$ cat config.mk
export PLATFORM = sky130hd
export DESIGN_NAME = adcr_readout
export DESIGN_NICKNAME = d
export VERILOG_FILES = /design/src/hw/adcr_pkg.sv /design/src/hw/adcr_pair_buf.sv /design/src/hw/adcr_readout.sv
export SDC_FILE = /design/constraint.sdc
export NUM_CORES = 1
export LEC_CHECK = 0
export ABC_AREA = 1
export BUFFER_PORTS_ARGS = -buffer_cell sky130_fd_sc_hd__buf_4
export CORE_ASPECT_RATIO = 0.7
export CORE_MARGIN = 5
export CORE_UTILIZATION = 40
export CTS_CLUSTER_DIAMETER = 40
export CTS_CLUSTER_SIZE = 30
export DETAILED_ROUTE_END_ITERATION = 7
export MAX_ROUTING_LAYER = met4
export SLEW_MARGIN = 20
export SYNTH_ARGS = -nofsm -noshare
export SYNTH_HDL_FRONTEND = slang
export SYNTH_SLANG_ARGS = --single-unit
export TNS_END_PERCENT = 100
$ cat constraint.sdc
create_clock -name ref_clk -period 3.5 [get_ports ref_clk]
set_input_delay 0.7 -clock ref_clk [delete_from_list [all_inputs] [get_ports ref_clk]]
set_output_delay 0.7 -clock ref_clk [all_outputs]
set_load 0.1 [all_outputs]
$ cat src/hw/adcr_pkg.sv
// adcr_pkg: shared constants for the serial converter readout block
package adcr_pkg;

   // ==========================================================
   // result format
   localparam int          RESULT_W = 16;
   localparam logic [15:0] POS_FS   = 16'h7FFF;
   localparam logic [15:0] NEG_FS   = 16'h8000;
   localparam logic [15:0] SAMPLE_RESET = 16'h0000;

   // ==========================================================
   // falling edge positions within a frame
   localparam int         EDGE_W        = 5;
   localparam logic [4:0] EDGE_NONE     = 5'h00;
   localparam logic [4:0] EDGE_FIRST    = 5'h01;
   localparam logic [4:0] EDGE_ZERO_BIT = 5'h02;
   localparam logic [4:0] EDGE_MSB      = 5'h03;
   localparam logic [4:0] EDGE_ACQ      = 5'h12;

   // ==========================================================
   // timing: the link clock is only sampled, these document margin
   localparam int CLK_PERIOD_NS  = 100;
   localparam int LINK_PERIOD_NS = 800;
   localparam int LINK_HALF_CYC  = LINK_PERIOD_NS / (2 * CLK_PERIOD_NS);

   // ==========================================================
   // frame states
   typedef enum logic [1:0]
   {
      ST_ACQ   = 2'b00,
      ST_ARM   = 2'b01,
      ST_CONV  = 2'b10,
      ST_TRACK = 2'b11
   } adcr_state_t;

endpackage

$ cat src/hw/adcr_pair_buf.sv
// adcr_pair_buf: small valid/ready buffer with registered flags
`timescale 1ns/1ps
module adcr_pair_buf
   import adcr_pkg::*;
#(
   parameter int WIDTH = 18,
   parameter int DEPTH = 2
)
(
   input  wire logic             clk,
   input  wire logic             reset,
   input  wire logic [WIDTH-1:0] inData,
   input  wire logic             inValid,
   output logic                  inReady,
   output logic [WIDTH-1:0]      outData,
   output logic                  outValid,
   input  wire logic             outReady
);

   localparam int PW = (DEPTH > 1) ? $clog2(DEPTH) : 1;
   localparam int CW = $clog2(DEPTH + 1);
   localparam logic [CW-1:0] CNT_FULL = CW'(DEPTH);
   localparam logic [PW-1:0] PTR_LAST = PW'(DEPTH - 1);

   logic [WIDTH-1:0] store [DEPTH];
   logic [PW-1:0]    wrPtr_reg;
   logic [PW-1:0]    rdPtr_reg;
   logic [CW-1:0]    count_reg;
   logic [CW-1:0]    count_next;
   logic             push;
   logic             pop;

   // ==========================================================
   // handshakes use the registered flags only
   assign push    = inValid && inReady;
   assign pop     = outValid && outReady;
   assign outData = store[rdPtr_reg];

   always_comb
   begin
      count_next = count_reg;
      if (push && !pop)
      begin
         count_next = count_reg + CW'(1);
      end
      else if (pop && !push)
      begin
         count_next = count_reg - CW'(1);
      end
   end

   // storage write, no reset needed on data
   always_ff @(posedge clk)
   begin
      if (push)
      begin
         store[wrPtr_reg] <= inData;
      end
   end

   // pointers and occupancy
   always_ff @(posedge clk)
   begin
      if (reset)
      begin
         wrPtr_reg <= '0;
         rdPtr_reg <= '0;
         count_reg <= '0;
         inReady   <= 1'b0;
         outValid  <= 1'b0;
      end
      else
      begin
         if (push)
         begin
            wrPtr_reg <= (wrPtr_reg == PTR_LAST) ? '0 : wrPtr_reg + PW'(1);
         end
         if (pop)
         begin
            rdPtr_reg <= (rdPtr_reg == PTR_LAST) ? '0 : rdPtr_reg + PW'(1);
         end
         count_reg <= count_next;
         inReady   <= (count_next != CNT_FULL);
         outValid  <= (count_next != '0);
      end
   end

endmodule

$ cat src/hw/adcr_readout.sv
// adcr_readout: select/clock framing, sample hold and serial result out
`timescale 1ns/1ps
module adcr_readout
   import adcr_pkg::*;
#(
   parameter int IN_W = 18,
   parameter int BUF_DEPTH = 2
)
(
   input  wire logic            ref_clk,
   input  wire logic            reset,
   input  wire logic            chipSelectN,
   input  wire logic            serialClk,
   output logic                 serialDataOut,
   output logic                 serialDataOe,
   input  wire logic [IN_W-1:0] diffIn,
   input  wire logic            diffValid,
   output logic                 diffReady,
   output logic                 conversionMode,
   output logic                 acquisitionMode,
   output logic                 sampleStrobe
);

   // ==========================================================
   // declarations
   localparam logic signed [IN_W-1:0] POS_EXT =
      {{(IN_W-RESULT_W){1'b0}}, POS_FS};
   localparam logic signed [IN_W-1:0] NEG_EXT =
      {{(IN_W-RESULT_W){1'b1}}, NEG_FS};

   logic                csMeta_reg;
   logic                csSync_reg;
   logic                csPrev_reg;
   logic                clkMeta_reg;
   logic                clkSync_reg;
   logic                clkPrev_reg;
   logic                csFall;
   logic                csRise;
   logic                linkFall;
   adcr_state_t         state_reg;
   adcr_state_t         state_next;
   logic [EDGE_W-1:0]   edgeCount_reg;
   logic [EDGE_W-1:0]   edgeCount_next;
   logic [RESULT_W-1:0] sample_reg;
   logic [RESULT_W-1:0] shift_reg;
   logic [IN_W-1:0]     bufData;
   logic                bufValid;
   logic                trackEn;
   logic                bufReadyInt;

   // ==========================================================
   // two-stage synchronisers for both link pins
   always_ff @(posedge ref_clk)
   begin
      if (reset)
      begin
         csMeta_reg  <= 1'b1;
         csSync_reg  <= 1'b1;
         csPrev_reg  <= 1'b1;
         clkMeta_reg <= 1'b0;
         clkSync_reg <= 1'b0;
         clkPrev_reg <= 1'b0;
      end
      else
      begin
         csMeta_reg  <= chipSelectN;
         csSync_reg  <= csMeta_reg;
         csPrev_reg  <= csSync_reg;
         clkMeta_reg <= serialClk;
         clkSync_reg <= clkMeta_reg;
         clkPrev_reg <= clkSync_reg;
      end
   end

   // edges seen only past the second stage
   assign csFall   = csPrev_reg && !csSync_reg;
   assign csRise   = !csPrev_reg && csSync_reg;
   assign linkFall = clkPrev_reg && !clkSync_reg;

   // ==========================================================
   // frame state: idle, armed, converting, tracking in frame
   always_comb
   begin
      state_next     = state_reg;
      edgeCount_next = edgeCount_reg;
      if (csSync_reg)
      begin
         // select high aborts any frame and resets the count
         state_next     = ST_ACQ;
         edgeCount_next = EDGE_NONE;
      end
      else
      begin
         unique case (state_reg)
            ST_ACQ:
            begin
               if (csFall && clkSync_reg)
               begin
                  // a fall right on a clock rise lands either way
                  state_next = ST_ARM;
               end
               else if (csFall)
               begin
                  // clock already low or falling with select
                  state_next     = ST_CONV;
                  edgeCount_next = EDGE_FIRST;
               end
            end
            ST_ARM:
            begin
               if (linkFall)
               begin
                  state_next     = ST_CONV;
                  edgeCount_next = EDGE_FIRST;
               end
            end
            ST_CONV:
            begin
               if (linkFall)
               begin
                  edgeCount_next = edgeCount_reg + EDGE_W'(1);
                  if (edgeCount_next == EDGE_ACQ)
                  begin
                     state_next = ST_TRACK;
                  end
               end
            end
            ST_TRACK:
            begin
               // stay here until select rises, count parked
               state_next = ST_TRACK;
            end
         endcase
      end
   end

   always_ff @(posedge ref_clk)
   begin
      if (reset)
      begin
         state_reg     <= ST_ACQ;
         edgeCount_reg <= EDGE_NONE;
      end
      else
      begin
         state_reg     <= state_next;
         edgeCount_reg <= edgeCount_next;
      end
   end

   // ==========================================================
   // mode outputs, registered from the next state
   always_ff @(posedge ref_clk)
   begin
      if (reset)
      begin
         conversionMode  <= 1'b0;
         acquisitionMode <= 1'b1;
      end
      else
      begin
         conversionMode  <= (state_next == ST_CONV);
         acquisitionMode <= (state_next != ST_CONV);
      end
   end

   // ==========================================================
   // input sample path: the buffer absorbs source words while the
   // hold is frozen, so back-pressure reaches the source in a frame
   assign trackEn = (state_reg == ST_ACQ && !csFall)
                 || (state_reg == ST_TRACK);

   adcr_pair_buf #(
      .WIDTH (IN_W),
      .DEPTH (BUF_DEPTH)
   ) u_buf (
      .clk      (ref_clk),
      .reset    (reset),
      .inData   (diffIn),
      .inValid  (diffValid),
      .inReady  (bufReadyInt),
      .outData  (bufData),
      .outValid (bufValid),
      .outReady (trackEn)
   );

   assign diffReady = bufReadyInt;

   // saturate the differential code to the result range
   function automatic logic [RESULT_W-1:0] clampCode
   (
      input logic signed [IN_W-1:0] v
   );
      logic [RESULT_W-1:0] r;
      r = v[RESULT_W-1:0];
      if (v > POS_EXT)
      begin
         r = POS_FS;
      end
      else if (v < NEG_EXT)
      begin
         r = NEG_FS;
      end
      return r;
   endfunction

   // hold follows the input while tracking, frozen from select fall
   always_ff @(posedge ref_clk)
   begin
      if (reset)
      begin
         sample_reg <= SAMPLE_RESET;
      end
      else if (trackEn && bufValid)
      begin
         sample_reg <= clampCode($signed(bufData));
      end
   end

   // one-cycle marker of the sampling instant
   always_ff @(posedge ref_clk)
   begin
      if (reset)
      begin
         sampleStrobe <= 1'b0;
      end
      else
      begin
         sampleStrobe <= csFall;
      end
   end

   // ==========================================================
   // serial output: pin released until edge two, then zero and
   // the result msb first, one bit per falling clock edge
   always_ff @(posedge ref_clk)
   begin
      if (reset)
      begin
         serialDataOut <= 1'b0;
         serialDataOe  <= 1'b0;
         shift_reg     <= SAMPLE_RESET;
      end
      else if (csSync_reg)
      begin
         serialDataOut <= 1'b0;
         serialDataOe  <= 1'b0;
      end
      else if (state_reg == ST_CONV && linkFall)
      begin
         if (edgeCount_next == EDGE_ZERO_BIT)
         begin
            serialDataOut <= 1'b0;
            serialDataOe  <= 1'b1;
            shift_reg     <= sample_reg;
         end
         else if (edgeCount_next >= EDGE_MSB)
         begin
            serialDataOut <= shift_reg[RESULT_W-1];
            shift_reg     <= {shift_reg[RESULT_W-2:0], 1'b0};
         end
      end
   end

   // ==========================================================
   // checks
   property p_release_on_rise;
      @(posedge ref_clk) disable iff (reset)
      csRise |=> !serialDataOe && !conversionMode;
   endproperty
   a_release_on_rise: assert property (p_release_on_rise)
      else $error("data pin or conversion kept after select rise");

   property p_hiz_first_period;
      @(posedge ref_clk) disable iff (reset)
      (edgeCount_reg <= EDGE_FIRST) |-> !serialDataOe;
   endproperty
   a_hiz_first_period: assert property (p_hiz_first_period)
      else $error("data pin driven before second falling edge");

   property p_drive_rest;
      @(posedge ref_clk) disable iff (reset)
      (!csSync_reg && edgeCount_reg >= EDGE_ZERO_BIT) |-> serialDataOe;
   endproperty
   a_drive_rest: assert property (p_drive_rest)
      else $error("data pin released inside frame");

   property p_zero_bit;
      @(posedge ref_clk) disable iff (reset)
      (edgeCount_reg == EDGE_ZERO_BIT && !csSync_reg)
         |-> serialDataOut == 1'b0;
   endproperty
   a_zero_bit: assert property (p_zero_bit)
      else $error("leading bit is not zero");

   property p_msb_third;
      @(posedge ref_clk) disable iff (reset)
      (edgeCount_reg == EDGE_MSB && $past(edgeCount_reg) == EDGE_ZERO_BIT)
         |-> serialDataOut == sample_reg[RESULT_W-1];
   endproperty
   a_msb_third: assert property (p_msb_third)
      else $error("msb not on third falling edge");

   property p_acq_at_18;
      @(posedge ref_clk) disable iff (reset)
      (state_reg == ST_CONV && linkFall && edgeCount_reg == EDGE_ACQ - 5'h01
         && !csSync_reg) |=> (acquisitionMode && !conversionMode);
   endproperty
   a_acq_at_18: assert property (p_acq_at_18)
      else $error("acquisition not entered at edge 18");

   property p_clock_low_start;
      @(posedge ref_clk) disable iff (reset)
      (csFall && !clkSync_reg) |=> edgeCount_reg == EDGE_FIRST ##1
         conversionMode;
   endproperty
   a_clock_low_start: assert property (p_clock_low_start)
      else $error("select fall with clock low did not count as edge one");

   property p_clock_high_wait;
      @(posedge ref_clk) disable iff (reset)
      (csFall && clkSync_reg) |=> edgeCount_reg == EDGE_NONE;
   endproperty
   a_clock_high_wait: assert property (p_clock_high_wait)
      else $error("conversion started before next falling edge");

   property p_count_clear;
      @(posedge ref_clk) disable iff (reset)
      csSync_reg |=> edgeCount_reg == EDGE_NONE;
   endproperty
   a_count_clear: assert property (p_count_clear)
      else $error("edge counter not cleared with select high");

   property p_idle_acq;
      @(posedge ref_clk) disable iff (reset)
      csSync_reg [*2] |=> acquisitionMode;
   endproperty
   a_idle_acq: assert property (p_idle_acq)
      else $error("not in acquisition while select high");

   property p_clamp_pos;
      @(posedge ref_clk) disable iff (reset)
      (trackEn && bufValid && $signed(bufData) > POS_EXT)
         |=> sample_reg == POS_FS;
   endproperty
   a_clamp_pos: assert property (p_clamp_pos)
      else $error("positive overrange not clamped");

   property p_hold_frozen;
      @(posedge ref_clk) disable iff (reset)
      (state_reg == ST_CONV) |=> $stable(sample_reg);
   endproperty
   a_hold_frozen: assert property (p_hold_frozen)
      else $error("held sample moved during conversion");

endmodule

# Yosys cells after proc, flatten, opt, wreduce, memory -nomap -nowiden
# Memory sizes are Yosys's and may differ from the RTL's. A register that Yosys moved wholly into a read port is not among the register bits.
# Index checks and enable logic that the tools add are counted.
# W data, S select, Z words.
# word_totals
out_inout_bits,6
register_bits,56
n_memories,1
input_bits,23
ram_bits,36
# memory_table
memory,words,word_bits,read_ports,rd_clocked_by_memory_dff,wr,line_no,rtl
u_buf.store,2,18,1,1,1,adcr_pair_buf.sv:25,logic [WIDTH-1:0] store [DEPTH];
# op_classes
n_addsub,5
n_eq_ne,8
n_mux,27
n_reduce_logical,22
magnitude_cmp,3
bitwise,1
# ops
op,count
$mux W16,4
$mux W5,5
$gt A18 B16 Y1 const B,1
$lt A18 B16 Y1 const B,1
$mux W2,8
$pmux W5 S3,1
$logic_and A1 B1 Y1,9
$mux W1,8
$pmux W2 S4,1
$eq A2 B2 Y1 const B,3
$add A5 B1 Y5 const B,1
$eq A5 B2 Y1 const B,1
$eq A5 B5 Y1 const B,1
$ge A5 B2 Y1 const B,1
$logic_not A1 Y1,5
$ne A2 B2 Y1 const B,2
$reduce_and A2 Y1,2
$reduce_bool A2 Y1,2
$reduce_and A3 Y1,1
$add A1 B1 Y1 const B,2
$add A2 B1 Y2 const B,1
$eq A2 B1 Y1 const B,1
$logic_not A2 Y1,1
$reduce_or A2 Y1,1
3 further kinds,3

# Longest topological paths before layout
# depth
depth_word,10
ltp_mapped,16
mapped_depth_nobuf,16

# Modules after synthesis
# Synthesis repeated with hierarchy kept, for this count alone.
# unflattened
cells_unflattened,473
area_unflattened_um2,4146.5
# modules_own_cells
module,instances,area_per_inst_um2,cells_each
adcr_readout,1,2496.1,372
adcr_pair_buf,1,1650.3,101

# Least setup slack after synthesis
# No wires, ideal clock.
# synth_timing
path_type,flip-flop to flip-flop
start,register u_buf.inReady
end,"memory u_buf.store[1][0], enable pin"
setup_ns,0.394
n_path_buf,0
stages_incl_launch_ff,3
slack_ns,1.049
t_arrival_ns,2.057
period_less_slack_ns,2.451
path_cell_list,dfxtp_1 > nand2_1 > nor2_1
# synth_via
elab_chain_cells,3
# synth_lines
item,line_no,rtl
from (decl),adcr_pair_buf.sv:14,"output logic inReady,"
from (signal assigned),adcr_pair_buf.sv:83,inReady <= (count_next != CNT_FULL);
$logic_and A1 B1 Y1,adcr_pair_buf.sv:35,assign push = inValid && inReady;
$mux W1,adcr_pair_buf.sv:55,if (push)
$mux W1 (not written as such),adcr_pair_buf.sv:57,store[wrPtr_reg] <= inData;
to (decl),adcr_pair_buf.sv:25,
# Every way passes these cells.

# Worst setup path after layout
# layout_timing
start,register edgeCount_reg[0]
end,register shift_reg[9]
# layout_via
elab_chain_cells,7
word_cells_on_any_way,12
cone_classes,1 x add/sub; 1 x order compare; 1 x eq/ne; 7 x mux; 2 x reduce/logical
# layout_lines
item,line_no,rtl
from (decl),adcr_readout.sv:42,logic [EDGE_W-1:0] edgeCount_reg;
from (signal assigned),adcr_readout.sv:147,edgeCount_reg <= edgeCount_next;
$add A5 B1 Y5 / $mux W5 (equally long branches),"adcr_readout.sv:121, adcr_readout.sv:102",
"$mux W5, on equally long branches","adcr_readout.sv:119, adcr_readout.sv:97",
$pmux W5 S3 *,adcr_readout.sv:94,unique case (state_reg)
$mux W5 *,adcr_readout.sv:86,if (csSync_reg)
$ge A5 B2 Y1 / $eq A5 B2 Y1 (equally long branches),"adcr_readout.sv:257, adcr_readout.sv:251",
$reduce_bool A2 Y1 (no source line),-,
$reduce_and A3 Y1 (no source line),-,
to (signal assigned),adcr_readout.sv:255,shift_reg <= sample_reg;
to (signal assigned),adcr_readout.sv:260,"shift_reg <= {shift_reg[RESULT_W-2:0], 1'b0};"
to (decl),adcr_readout.sv:45,logic [RESULT_W-1:0] shift_reg;
# Every way passes the cells marked *; elsewhere a longest branch is shown, timed or not.
# A chain may end at the register's enable or synchronous reset.

==> metrics.log <==
[metrics] run status: completed
[metrics] library cell with the largest summed area after synthesis: sky130_fd_sc_hd__dfxtp_1
[metrics] unrepaired setup endpoints after global routing: no
[metrics] placed cell areas: 4300 sq um
[metrics] flip-flop count of the largest register, all copies and words added: 36
[metrics] Hold WS: 412 ps
[metrics] Setup crit end: shift_reg[9]$_SDFFE_PP0P_
[metrics] net count reported at finish: 505
[metrics] Hold Buf Count CTS: 0
[metrics] Max Transition Viols Final: 0
[metrics] Vias/cell: 4.80
[metrics] total number of yosys warnings: 0
[metrics] clock buffer count from CTS: 9
[metrics] final estimated routing congestion in global placement: 0.903
[metrics] synth unique cells: 32
[metrics] crit path max-delay cell type: sky130_fd_sc_hd__dfxtp_1
[metrics] Largest stage delay, worst path: 420 ps
[metrics] area of the core: 9720 sq um
[metrics] Min-Delay Path Class: reg2reg
[metrics] total power of the final layout: 0.00276 W
[metrics] end of the worst register-to-register path: shift_reg[9]$_SDFFE_PP0P_
[metrics] setup fix buffers added after clock tree synthesis: 0
[metrics] estimated wirelength of the detail-placed design: 5250 microns
[metrics] post-route standard cell area excluding fillers: 4570 sq um
[metrics] Total Neg Setup Slack: 0 ps
[metrics] Gate Count Post-Synth: 453
[metrics] Syn Nets: 479
[metrics] number of gates given a new drive strength after cts: 0
[metrics] leading register cell type out of synthesis: sky130_fd_sc_hd__dfxtp_1
[metrics] sequential group share of total power: 0.500
[metrics] proportion of netlist area held by the largest area contributor: 0.286
[metrics] number of global-route vias before repair: 2,889
[metrics] pin count of the biggest net entering global routing: 35
[metrics] worst-path maximum fanout: 17
[metrics] remaining design rule violation count: 0
[metrics] post-route antenna net violation count: 0
[metrics] arrival time at the worst endpoint: 2510 ps
[metrics] Max-cap violations: 0
[metrics] maximum vdd drop: 0.000265 V
[metrics] total length of routed wires: 7590 microns
[metrics] power dissipated by switching net loads: 0.000806 W
[metrics] worst setup path class: reg2reg
[metrics] routed length per instance: 12.4 microns
[metrics] share of total power in the clock network: 0.327
[metrics] proportion of synthesized flip-flops having asynchronous set or reset: 0
[metrics] P_leak: 2.04 nW
[metrics] Worst setup SP type: register
[metrics] footprint of the multi-input gates: 1520 sq um
[metrics] crit path cell chain: inv_1 > ha_1 > or2_1 > nand2_1 > nand2_1 > nand2_1 > nand3_2 > nor2_8 > nand3_4 > nand2_1 > nand2_1 > nor2_1 > nor2_1
[metrics] worst reg2reg path depth: 13
[metrics] CTS max path bufs: 2
[metrics] I/O Buffers: 28
[metrics] clk_skew: 5.38 ps
[metrics] initial antenna violation count: 0
[metrics] wire length of the first global-routing pass: 13,200 microns
[metrics] CTS tree: yes
[metrics] area of the die: 12,100 sq um
[metrics] largest cells by area after synthesis: sky130_fd_sc_hd__dfxtp_1 29%, sky130_fd_sc_hd__edfxtp_1 27%, sky130_fd_sc_hd__nand2_1 12%, sky130_fd_sc_hd__nor2_1 5.8%, sky130_fd_sc_hd__mux2_2 4.8%
[metrics] critical path launch point: edgeCount_reg[0]$_SDFF_PP0_
[metrics] power density relative to cell area: 605 nW/um^2
[metrics] library cell used as clock root buffer: sky130_fd_sc_hd__clkbuf_16
[metrics] r2r startpoint: edgeCount_reg[0]$_SDFF_PP0_
[metrics] Final Critical Period: 2280 ps
[metrics] Area growth syn-to-layout: 14.7%
[metrics] nature of the critical path endpoint: register
[metrics] top-level port count: 29
[metrics] clock transition time at the flip-flop clock pins of the worst setup and hold paths: 70 ps
[metrics] fraction of the core area covered by cells at the end of the flow: 0.470
[metrics] Final setup violation count: 0
[metrics] Post-synth EDFFs: 36
[metrics] number of vias after detailed routing: 2,937
[metrics] P_int: 0.00196 W
[metrics] most frequent cells after synthesis: 125 x sky130_fd_sc_hd__nand2_1, 62 x sky130_fd_sc_hd__nor2_1, 57 x sky130_fd_sc_hd__dfxtp_1, 39 x sky130_fd_sc_hd__inv_1, 36 x sky130_fd_sc_hd__edfxtp_1
[metrics] net switching fraction of the power: 0.292
[metrics] count of state elements after synthesis: 93
[metrics] share of the yosys chip area belonging to registers: 0.558
[metrics] chip width: 129 microns
[metrics] per-instance average area after synthesis: 8.80 sq um
[metrics] summed instance area of the synthesized netlist: 3990 sq um
[metrics] layout cells sized above 1: 0.174
[metrics] most common cell in the synthesized netlist: sky130_fd_sc_hd__nand2_1
[metrics] GRT Total Usage: 0.145
[metrics] worst endpoint required time: 3740 ps
[metrics] total number of H-tree levels: 3
[metrics] placement row count: 30
[metrics] Max-slew headroom: 0.361
[metrics] # diodes: 0
[metrics] setup slack of the worst register-to-register path: 1220 ps
[metrics] height of the chip: 93.5 microns
[metrics] register cell area after layout: 2220 sq um
[metrics] number of clock sinks: 93
[metrics] Combinational Power Share: 0.173
[metrics] total of fill cells in the finished design: 945
[metrics] final cycle utilization of the critical path: 0.650
[metrics] Clk Latency, worst-skew pair: 340 ps
[metrics] initial standard-cell utilization of the core: 0.410
[metrics] Critical Path Most Common Cell: sky130_fd_sc_hd__nand2_1
[metrics] DR pass1 iterations: 4
[metrics] Hold Fails Final Rpt: 0
[metrics] actual transition at the worst max-transition pin: 957 ps
[metrics] Initial DRC Count: 211
[metrics] f_max: 439 MHz
[metrics] total global routing overflow: 0
-- area by class of cell --
class	instances	area share
Multi-Input combinational cell	301	0.331
Clock inverter	6	0.0104
Tap cell	128	0.0350
Inverter	42	0.0345
Timing Repair Buffer	32	0.0525
Clock buffer	10	0.0501
Sequential cell	93	0.486
-- layout by cell type, fill, tap and decap left out, types with 3 or more instances in the layout --
cell	netlist	layout
sky130_fd_sc_hd__nor2_1	62	62
sky130_fd_sc_hd__xor2_1	3	3
sky130_fd_sc_hd__buf_4	3	32
sky130_fd_sc_hd__inv_1	39	39
sky130_fd_sc_hd__nand3_1	6	6
sky130_fd_sc_hd__a21oi_1	20	20
sky130_fd_sc_hd__nand2_2	8	8
sky130_fd_sc_hd__edfxtp_1	36	36
sky130_fd_sc_hd__nand4_1	18	18
sky130_fd_sc_hd__inv_2	3	3
sky130_fd_sc_hd__o21ai_0	22	22
sky130_fd_sc_hd__clkbuf_16	0	9
sky130_fd_sc_hd__mux2_2	17	17
sky130_fd_sc_hd__ha_1	3	3
sky130_fd_sc_hd__dfxtp_1	57	57
sky130_fd_sc_hd__nand2_1	125	125
sky130_fd_sc_hd__clkinvlp_4	0	4
-- kinds of logic (layout without fill, tap and decap cells) --
group | count (synthesis) | after routing | share of synthesized area
simple gates | 230 | 230 | 0.252
compound gates | 48 | 48 | 0.0641
fa+ha+maj | 3 | 3 | 0.00942
flops | 93 | 93 | 0.558
buf+inv | 59 | 90 | 0.0622
mux | 17 | 17 | 0.0480
xor+xnor | 3 | 3 | 0.00659
-- power by group through the flow --
stage / logic [W] / registers (W) / clock network, W
after CTS: 0.000486 / 0.00138 / 0.000934
after global routing: 0.000546 / 0.00140 / 0.000988
final: 0.000478 / 0.00138 / 0.000904
after floorplan: 0.000344 / 0.00141 / 0
after global placement: 0.000473 / 0.00140 / 0
after detailed placement: 0.000482 / 0.00141 / 0
-- worst min path at each step --
stage                            from                endpoint  slack (ps)  cells past startpoint
5_1_grt         csMeta_reg$_SDFF_PP1_   csSync_reg$_SDFF_PP1_         430                      1
3_5_place_dp    csMeta_reg$_SDFF_PP1_   csSync_reg$_SDFF_PP1_         400                      1
4_1_cts         csMeta_reg$_SDFF_PP1_   csSync_reg$_SDFF_PP1_         410                      1
2_1_floorplan  clkMeta_reg$_SDFF_PP0_  clkSync_reg$_SDFF_PP0_         390                      2
6_report        csMeta_reg$_SDFF_PP1_   csSync_reg$_SDFF_PP1_         410                      1
3_3_place_gp    csMeta_reg$_SDFF_PP1_   csSync_reg$_SDFF_PP1_         400                      1
-- critical path: cells and delay by family, from the launching register on --
kind	cells	cell delay (ps)
fa+ha+maj	1	300
buf+inv	1	120
flops	1	420
simple gates	11	1320
-- stage by stage --
step	worst slack, ps	instances
final	1220	612
after global routing	944	612
after floorplan	1050	453
after detailed placement	1220	596
after global placement	1320	596
after CTS	1210	612
-- metal layers --
| layer | vias to the layer above | GRT usage | share of wire |
|---|---|---|---|
| met5 | - | - | 0 |
| met1 | 1343 | 0.181 | 0.48 |
| met3 | 11 | 0.0531 | 0.061 |
| met2 | 65 | 0.217 | 0.44 |
| met4 | 0 | 0.0551 | 0.015 |
| li1 | 1518 | - | - |
Power figures use the tool's default switching activity.
